**config.mk**
```make
export PLATFORM = sky130hd
export DESIGN_NAME = ecd_deserializer
export DESIGN_NICKNAME = d
export VERILOG_FILES = /design/src/ecd_pkg.sv /design/src/ecd_deserializer.sv
export VERILOG_INCLUDE_DIRS = /design/src /design/src/src
export SDC_FILE = /design/constraint.sdc
export NUM_CORES = 1
export LEC_CHECK = 0
export BUFFER_PORTS_ARGS = -buffer_cell sky130_fd_sc_hd__buf_2
export CORE_MARGIN = 2
export CORE_UTILIZATION = 43
export DETAILED_ROUTE_END_ITERATION = 7
export PLACE_DENSITY_LB_ADDON = 0.25
export SYNTH_ARGS = -nofsm -noshare
export SYNTH_HDL_FRONTEND = slang
export SYNTH_SLANG_ARGS = --single-unit
```
**constraint.sdc**
```tcl
create_clock -name clock -period 5.08 [get_ports clock]
set_input_delay 1.016 -clock clock [delete_from_list [all_inputs] [get_ports clock]]
set_output_delay 1.016 -clock clock [all_outputs]
set_load 0.1 [all_outputs]
```
**src/ecd_defines.svh**
```systemverilog
/*
 * Constants of the embedded-clock deserializer: register offsets, field
 * positions, reset values and frame figures.
 * Assumes inclusion by bare name from the package and the top module.
 */
`ifndef ECD_DEFINES_SVH
`define ECD_DEFINES_SVH

// Frame layout: start bit, 10 payload bits, stop bit
`define ECD_PAYLOAD_BITS    10
`define ECD_FRAME_BITS      12

// Register byte offsets
`define ECD_OFS_CTRL        8'h00
`define ECD_OFS_STATUS      8'h04
`define ECD_OFS_DATA        8'h08

// Control register fields and reset values
`define ECD_CTRL_OE_BIT     0
`define ECD_CTRL_SLEEPN_BIT 1
`define ECD_CTRL_EDGE_BIT   2
`define ECD_CTRL_RESET      3'h7

// Status register fields
`define ECD_ST_LOCKN_BIT    0
`define ECD_ST_AMBIG_BIT    1
`define ECD_ST_REFOK_BIT    2
`define ECD_ST_SLEEP_BIT    3

// Timing counts, in clock cycles or events
`define ECD_BIT_CYCLES      8
`define ECD_REF_LOCK_EDGES  16
`define ECD_LOCK_WORDS      4

`endif

```
**src/ecd_pkg.sv**
```systemverilog
/*
 * Types of the embedded-clock deserializer.
 * Assumes ecd_defines.svh is on the include path.
 */
`include "ecd_defines.svh"

package ecd_pkg;

   // Receive sequencing states
   typedef enum logic [1:0] {
      ECD_REF_ACQ,
      ECD_HUNT,
      ECD_LOCKED,
      ECD_SLEEP
   } ecd_state_t;

   // Software control bits
   typedef struct packed {
      logic edge_sel;
      logic sleep_n;
      logic rx_oe;
   } ecd_ctrl_t;

   // Recovered word with its pin drive
   typedef struct packed {
      logic [`ECD_PAYLOAD_BITS-1:0] word;
      logic                         word_oe;
      logic                         rclk;
   } ecd_out_t;

endpackage : ecd_pkg

```
**src/ecd_deserializer.sv**
```systemverilog
/*
 * Receive side of a 10-bit embedded-clock serial link with an APB slave.
 * Assumes serial_line and reference_clock are asynchronous pins, a
 * matching serializer at the far end, and an APB master on clock.
 */
// The implementer's own choices: the register addresses and the APB slave port.
// Functional notes
// Serial stream becomes 10-bit words on parallel_out with recovered clock.
// After power-up, outputs float and logic idles until reference acquired.
// System supplies a free-running reference_clock the device acquires first.
// Transmitter training pattern is six ones then six zeros per word.
// link_acquired_n stays high throughout acquisition.
// Lock is possible on random data; training locks within bounded time.
// Transmitter trains while either training request is high.
// On edges, lock to clock bits, then drive link_acquired_n low, show data.
// Transmitter samples parallel_in on edge chosen by tx_edge_select.
// Transmitter ignores parallel_in after 5 word clocks of training request.
// Each word has start bit 1 and stop bit 0 as clock reference.
// Word on line is 10 payload plus 2 framing bits.
// Transmitter drives only when enabled, awake and not training; the serializer model also drives the line with the training pattern.
// parallel_out is valid only while link_acquired_n is low.
// parallel_out is timed to recovered_clock_out, polarity from edge select.
// Losing lock raises link_acquired_n and floats data and clock outputs.
// System should request training when link_acquired_n rises.
// Data presented on rising clock edge if edge select high, else falling.
// Output enable low floats data and clock; lock flag stays driven.
// Sleep and output enable both low stops acquisition; waking relocks.
// Several candidate clock positions keep link_acquired_n inactive.
`timescale 1ns/1ps
`include "ecd_defines.svh"

module ecd_deserializer
   import ecd_pkg::*;
#(
   parameter int BIT_CYCLES     = `ECD_BIT_CYCLES,
   parameter int REF_LOCK_EDGES = `ECD_REF_LOCK_EDGES,
   parameter int LOCK_WORDS     = `ECD_LOCK_WORDS
) (
   input  wire logic        clock,
   input  wire logic        sys_rst,
   input  wire logic        reference_clock,
   input  wire logic        serial_line,
   output logic [9:0]       parallel_out,
   output logic             parallel_out_oe,
   output logic             recovered_clock_out,
   output logic             recovered_clock_oe,
   output logic             link_acquired_n,
   input  wire logic        psel,
   input  wire logic        penable,
   input  wire logic        pwrite,
   input  wire logic [7:0]  paddr,
   input  wire logic [31:0] pwdata,
   output logic [31:0]      prdata,
   output logic             pready,
   output logic             pslverr
);

   localparam int FB = `ECD_FRAME_BITS;
   localparam int PB = `ECD_PAYLOAD_BITS;
   localparam logic [7:0] HALF_BIT = 8'(BIT_CYCLES / 2);
   localparam logic [7:0] LAST_BIT = 8'(BIT_CYCLES - 1);
   localparam logic [7:0] REF_EDGES = 8'(REF_LOCK_EDGES);
   localparam logic [7:0] LOCK_WDS = 8'(LOCK_WORDS);

   // Count of set bits in the candidate mask
   function automatic logic [3:0] ecd_count(input logic [FB-1:0] m);
      logic [3:0] n;
      n = 4'h0;
      for (int i = 0; i < FB; i++) begin
         n = n + 4'(m[i]);
      end
      return n;
   endfunction : ecd_count

   // Position of the lowest set bit in the candidate mask
   function automatic logic [3:0] ecd_first(input logic [FB-1:0] m);
      logic [3:0] p;
      p = 4'h0;
      for (int i = FB - 1; i >= 0; i--) begin
         if (m[i]) begin
            p = 4'(i);
         end
      end
      return p;
   endfunction : ecd_first

   // Two-flop synchronisers, plus a history flop for edge detection
   logic ser_meta, ser_sync, ser_prev;
   logic ref_meta, ref_sync, ref_prev;
   always_ff @(posedge clock) begin
      if (sys_rst) begin
         ser_meta <= 1'b0;
         ser_sync <= 1'b0;
         ser_prev <= 1'b0;
         ref_meta <= 1'b0;
         ref_sync <= 1'b0;
         ref_prev <= 1'b0;
      end else begin
         ser_meta <= serial_line;
         ser_sync <= ser_meta;
         ser_prev <= ser_sync;
         ref_meta <= reference_clock;
         ref_sync <= ref_meta;
         ref_prev <= ref_sync;
      end
   end

   ecd_ctrl_t ctrl;
   ecd_state_t state, next_state;
   logic [7:0] bit_cnt, next_bit_cnt;
   logic [7:0] ref_cnt, next_ref_cnt;
   logic [7:0] word_cnt, next_word_cnt;
   logic [3:0] fill, next_fill;
   logic [3:0] phase, next_phase;
   logic [3:0] lock_ph, next_lock_ph;
   logic [FB-1:0] shreg, next_shreg;
   logic [FB-1:0] cand, next_cand;
   logic ambig, next_ambig;
   logic lock_n, next_lock_n;
   ecd_out_t outs, next_outs;
   logic [FB-1:0] sh_new;
   logic [3:0] ph_inc, ph_mid, n_cand;
   logic sample, ser_edge, ref_rise, frame_ok, drive, sleep_req;

   // Link sequencing: bit timing, lock hunt, word capture and output drive
   always_comb begin
      next_state    = state;
      next_bit_cnt  = bit_cnt;
      next_ref_cnt  = ref_cnt;
      next_word_cnt = word_cnt;
      next_fill     = fill;
      next_phase    = phase;
      next_lock_ph  = lock_ph;
      next_shreg    = shreg;
      next_cand     = cand;
      next_ambig    = ambig;
      next_lock_n   = 1'b1;
      next_outs     = outs;
      ser_edge  = ser_sync ^ ser_prev;
      ref_rise  = ref_sync & ~ref_prev;
      sleep_req = ~ctrl.sleep_n & ~ctrl.rx_oe;
      sample    = (bit_cnt == HALF_BIT) & ~ser_edge;
      sh_new    = {shreg[FB-2:0], ser_sync};
      frame_ok  = sh_new[FB-1] & ~sh_new[0];
      ph_inc    = (phase == 4'(FB - 1)) ? 4'h0 : phase + 4'h1;
      ph_mid    = (lock_ph >= 4'(FB / 2)) ? lock_ph - 4'(FB / 2) : lock_ph + 4'(FB / 2);
      n_cand    = ecd_count(cand);
      // Bit timer realigns to every line edge
      if (ser_edge || bit_cnt == LAST_BIT) begin
         next_bit_cnt = 8'h00;
      end else begin
         next_bit_cnt = bit_cnt + 8'h01;
      end
      if (sample) begin
         next_shreg = sh_new;
         next_phase = ph_inc;
      end
      case (state)
         ECD_REF_ACQ: begin
            // Hold lock hunt and outputs idle until the reference has run for a while
            if (ref_rise) begin
               next_ref_cnt = ref_cnt + 8'h01;
            end
            if (ref_cnt >= REF_EDGES) begin
               next_state    = ECD_HUNT;
               next_cand     = '1;
               next_fill     = 4'h0;
               next_word_cnt = 8'h00;
               next_ambig    = 1'b0;
            end
         end
         ECD_HUNT: begin
            // Drop every phase where no start-after-stop boundary is seen
            if (sample) begin
               if (fill != 4'(FB)) begin
                  next_fill = fill + 4'h1;
               end else if (!frame_ok) begin
                  next_cand[phase] = 1'b0;
               end
               if (fill == 4'(FB) && phase == 4'(FB - 1)) begin
                  next_word_cnt = (word_cnt == 8'hFF) ? word_cnt : word_cnt + 8'h01;
               end
            end
            if (n_cand == 4'h0) begin
               next_cand     = '1;
               next_word_cnt = 8'h00;
               next_ambig    = 1'b0;
            end else if (word_cnt >= LOCK_WDS) begin
               if (n_cand == 4'h1) begin
                  next_state   = ECD_LOCKED;
                  next_lock_ph = ecd_first(cand);
                  next_ambig   = 1'b0;
                  // Idle level first, so the first word comes with an active edge
                  next_outs.rclk = ~ctrl.edge_sel;
               end else begin
                  next_ambig = 1'b1;
               end
            end
         end
         ECD_LOCKED: begin
            next_lock_n = 1'b0;
            if (sample && phase == lock_ph) begin
               if (frame_ok) begin
                  // Payload lies between start and stop, first bit oldest
                  for (int i = 0; i < PB; i++) begin
                     next_outs.word[i] = sh_new[PB - i];
                  end
                  next_outs.rclk = ctrl.edge_sel;
               end else begin
                  next_state    = ECD_HUNT;
                  next_lock_n   = 1'b1;
                  next_cand     = '1;
                  next_fill     = 4'h0;
                  next_word_cnt = 8'h00;
               end
            end else if (sample && phase == ph_mid) begin
               next_outs.rclk = ~ctrl.edge_sel;
            end
         end
         default: begin
            // Asleep: acquisition stopped until sleep_n rises
            if (ctrl.sleep_n) begin
               next_state   = ECD_REF_ACQ;
               next_ref_cnt = 8'h00;
            end
         end
      endcase
      if (sleep_req) begin
         next_state   = ECD_SLEEP;
         next_lock_n  = 1'b1;
         next_ref_cnt = 8'h00;
      end
      // Pins float whenever lock is absent or software disables them
      drive = ~next_lock_n & ctrl.rx_oe;
      next_outs.word_oe = drive;
   end

   always_ff @(posedge clock) begin
      if (sys_rst) begin
         state    <= ECD_REF_ACQ;
         bit_cnt  <= 8'h00;
         ref_cnt  <= 8'h00;
         word_cnt <= 8'h00;
         fill     <= 4'h0;
         phase    <= 4'h0;
         lock_ph  <= 4'h0;
         shreg    <= '0;
         cand     <= '1;
         ambig    <= 1'b0;
         lock_n   <= 1'b1;
         outs     <= '0;
      end else begin
         state    <= next_state;
         bit_cnt  <= next_bit_cnt;
         ref_cnt  <= next_ref_cnt;
         word_cnt <= next_word_cnt;
         fill     <= next_fill;
         phase    <= next_phase;
         lock_ph  <= next_lock_ph;
         shreg    <= next_shreg;
         cand     <= next_cand;
         ambig    <= next_ambig;
         lock_n   <= next_lock_n;
         outs     <= next_outs;
      end
   end

   assign parallel_out        = outs.word;
   assign parallel_out_oe     = outs.word_oe;
   assign recovered_clock_out = outs.rclk;
   assign recovered_clock_oe  = outs.word_oe;
   assign link_acquired_n     = lock_n;

   // APB slave: no wait states, answer registered from the setup cycle
   ecd_ctrl_t next_ctrl;
   logic [31:0] next_prdata;
   logic next_pready, next_pslverr, setup, wr_take, hit;
   always_comb begin
      next_ctrl    = ctrl;
      next_prdata  = prdata;
      next_pslverr = 1'b0;
      setup        = psel & ~penable;
      wr_take      = psel & penable & pready & pwrite;
      next_pready  = setup;
      hit          = 1'b1;
      if (setup) begin
         next_prdata = 32'h0000_0000;
         if (paddr == `ECD_OFS_CTRL) begin
            next_prdata[2:0] = ctrl;
         end else if (paddr == `ECD_OFS_STATUS) begin
            next_prdata[`ECD_ST_LOCKN_BIT]  = lock_n;
            next_prdata[`ECD_ST_AMBIG_BIT]  = ambig;
            next_prdata[`ECD_ST_REFOK_BIT]  = (state == ECD_HUNT) | (state == ECD_LOCKED);
            next_prdata[`ECD_ST_SLEEP_BIT]  = (state == ECD_SLEEP);
         end else if (paddr == `ECD_OFS_DATA) begin
            next_prdata[PB-1:0] = outs.word;
         end else begin
            hit = 1'b0;
         end
         next_pslverr = ~hit;
      end
      if (wr_take && paddr == `ECD_OFS_CTRL) begin
         next_ctrl.rx_oe    = pwdata[`ECD_CTRL_OE_BIT];
         next_ctrl.sleep_n  = pwdata[`ECD_CTRL_SLEEPN_BIT];
         next_ctrl.edge_sel = pwdata[`ECD_CTRL_EDGE_BIT];
      end
   end

   always_ff @(posedge clock) begin
      if (sys_rst) begin
         ctrl    <= `ECD_CTRL_RESET;
         prdata  <= 32'h0000_0000;
         pready  <= 1'b0;
         pslverr <= 1'b0;
      end else begin
         ctrl    <= next_ctrl;
         prdata  <= next_prdata;
         pready  <= next_pready;
         pslverr <= next_pslverr;
      end
   end

endmodule : ecd_deserializer

```
==> flow_metrics.tcl <==
set metrics [dict create \
    status "finished clean" \
    intPower_mw 1.245 \
    clock_path_buffers 2 \
    relSlewSlack_pct 29.54 \
    synth_flop_cell "dfxtp_1" \
    htreeDepth 3 \
    gp_congestion 0.8149 \
    cts_inserted_buffers 9 \
    viasPerCell 5.258 \
    path_cells "fa_1 > fa_1 > inv_1 > fa_1 > fa_1 > inv_1 > ha_1 > inv_1 > fa_1 > nor4bb_1 > a21oi_2 > o21ai_1 > o211ai_1 > buf_4 > or3_1 > a21oi_1" \
    utilization_pct 48.53 \
    synth-edff-count 0 \
    core_um2 11270 \
    die_x_um 110.8 \
    firstDrtPassIters 5 \
    yosys-top-cells-count "96 x dfxtp_1, 60 x nor2_1, 52 x nand2_1, 44 x a21oi_1, 35 x inv_1" \
    worstHoldPathType "flop to flop" \
    vdd_drop_max_mv 0.2412 \
    p_sw_share_pct 31.06 \
    antenna_found_initial 0 \
    crit_slowest_cell "fa_1" \
    antenna_cells 0 \
    cts_setup_buffers 0 \
    syn_avg_cell_area_um2 8.681 \
    hold_viol 0 \
    yosys-top-cells-area "dfxtp_1 39%, ha_1 5.9%, nor2_1 4.6%" \
    leakagePower_nw 2.169 \
    vias 3928 \
    finalCritPeriodShare_pct 93.00 \
    seqPwrFrac_pct 43.5 \
    hold_depth 1 \
    wirelength_um 9811 \
    avgRoutedWirePerCell_um 13.13 \
    port_buffers 43 \
    cts_sinks 96 \
    synth.most_common_cell "dfxtp_1" \
    synth_top_area_share_pct 39.18 \
    insertion_delay_ns 0.35 \
    die_area_um2 12280 \
    drv_slew 0 \
    drc 0 \
    setup_viol 0 \
    fin_worst_skew_ns 0.009143 \
    p_total_mw 1.805 \
    std_cell_rows 39 \
    grt_first_pass_wirelength_um 17170 \
    cp_max_fo 13 \
    yosys_warnings 0 \
    final_layout_size_suffix_gt1_share_pct 12.58 \
    r2r_end "word_cnt[7]" \
    cts_root_buffer "clkbuf_16" \
    worstMarginPinSlew_ns 1.052 \
    cts_tree "built" \
    fmaxAchievable_ghz 0.2117 \
    reg2reg_slack_ns 0.36 \
    power.density_nw_per_um2 330.0 \
    cp.required_ns 5.35 \
    synth_seq_cells 96 \
    fin_cells 747 \
    fp.dieH_um 110.8 \
    area_growth_pct 11.53 \
    synth_cell_types 54 \
    end_kind "flop" \
    reg2regPathDepth 16 \
    initial_core_util_pct 43.51 \
    track_usage_pct 16.66 \
    place_hpwl_um 7100 \
    combPwrFrac_pct 17.5 \
    worst-path-buf-inv 4 \
    hold_start "ser_meta" \
    first_iter_violations 294 \
    syn_inst 565 \
    grt_max_degree 39 \
    start_kind "flop" \
    yosys.area.top_type "dfxtp_1" \
    ant_nets 0 \
    first_global_vias 3733 \
    ioPinCount 95 \
    hold_end "ser_sync" \
    fin_setup_tns_ns 0 \
    dp_cells 731 \
    clk_pin_slew_ns 0.07 \
    nNetsFinal 676 \
    setup.worst_path.class "flop to flop" \
    cp_data_arrival_time_ns 5.00 \
    synth_area_um2 4905 \
    crit_family "adder cells" \
    crit_path_frequent_cell "fa_1" \
    critPathMaxStageDelay_ns 0.52 \
    clkPwrFrac_pct 39.1 \
    yosysSeqAreaShare_pct 39.18 \
    rsz0062_at_grt "no" \
    power.net_switching_uw 560.6 \
    maxCapViolations 0 \
    min_period_ns 4.725 \
    async_flop_share_pct 0 \
    grt_overflow 0 \
    regToRegStartpoint "cand[1]" \
]
layer usage:
layer / global-route usage [%] / wire, um / up-vias
li1: - / - / 1985
met1: 22.29 / 4735 / 1862
met2: 26.71 / 4619 / 72
met3: 3.499 / 358 / 9
met4: 6.000 / 96 / 0
met5: 0 / 0 / -
how the worst max path moves through the flow:
stage,start,slack (ns),endpoint,depth (start not counted)
floorplan,cand[1],0.40,word_cnt[5],16
global placement,cand[1],0.40,cand[11],16
detailed placement,cand[1],0.25,word_cnt[7],16
CTS,cand[1],0.24,word_cnt[7],16
global route,cand[1],0.03,word_cnt[3],16
finish,cand[1],0.36,word_cnt[7],16
power by group through the flow:
stage | clock, mW | sequential [mW] | combinational [mW]
after global placement | 0 | 0.800 | 0.306
after global routing | 0.752 | 0.787 | 0.350
after floorplan | 0 | 0.804 | 0.258
final | 0.705 | 0.785 | 0.315
after CTS | 0.720 | 0.784 | 0.313
after detailed placement | 0 | 0.802 | 0.312
registers in the layout, indices dropped and copies added (netlist names), 2 cells and up:
name,count
bit_cnt,8
cand,12
ctrl,3
fill,4
lock_ph,4
parallel_out,10
phase,4
prdata,10
ref_cnt,8
shreg,11
state,2
word_cnt,8
cell families (layout without fill, tap and decap cells):
kind of cell	after synthesis	in the layout	share of synthesized area (%)
AOI/OAI and AO/OA	102	102	13.57
DFF	96	96	39.18
and+or+nand+nor	215	215	22.68
muxes	17	17	3.469
adders and majority gates	30	30	8.724
other	1	22	0.07646
xor gates and xnor gates	23	23	4.107
buffers and inverters	81	99	8.189
placed cells by master (no fill, tap or decap), types with 3 or more instances in the layout:
cell type / count
dfxtp_1: 96
nor2_1: 60
nand2_1: 52
a21oi_1: 43
buf_2: 43
inv_1: 35
nand3_1: 23
ha_1: 23
conb_1: 22
mux2i_1: 17
o21ai_0: 15
xor2_1: 12
xnor2_1: 11
nand4_1: 11
o32a_1: 11
or3_1: 10
nor2b_1: 9
a22oi_1: 9
clkbuf_16: 9
nor4_1: 8
and3_1: 7
fa_1: 7
nor3_1: 6
buf_4: 5
or4_1: 3
o211ai_1: 3
and4_1: 3
o311ai_0: 3
nor3b_1: 3
through the flow:
step	hold WS [ns]	cell area, um2	setup slack, ns
5_1_grt	0.4670	5470	0.02760
6_report	0.4382	5470	0.3554
3_3_place_gp	0.4243	5150	0.4018
4_1_cts	0.4420	5460	0.2395
3_5_place_dp	0.4248	5150	0.2509
2_1_floorplan	0.4138	4984	0.3968
worst reg2reg max path, stage by stage, from the launching register on:
cell,delay (ns)
dfxtp_1,0.44
fa_1,0.49
fa_1,0.52
inv_1,0.05
fa_1,0.50
fa_1,0.41
inv_1,0.07
ha_1,0.16
inv_1,0.06
fa_1,0.49
nor4bb_1,0.34
a21oi_2,0.13
o21ai_1,0.19
o211ai_1,0.12
buf_4,0.19
or3_1,0.34
a21oi_1,0.16
cell type report:
cell class                 instances  area [um2]
clock buffer                       9       225.2
multi-input combinational        409        2675
inverter                          35       131.4
tap                              143       178.9
sequential                        96        1922
fill                            1084        5802
clock inverter                     7       85.08
timing repair buffer              48       252.7
timing repair:
item / 4_1_cts / 5_1_grt
gates resized for setup: 0 / 3
hold buffers: 0 / 0
setup endpoints to repair: 0 / 19
Note: power is estimated with default switching activity, not from simulation.
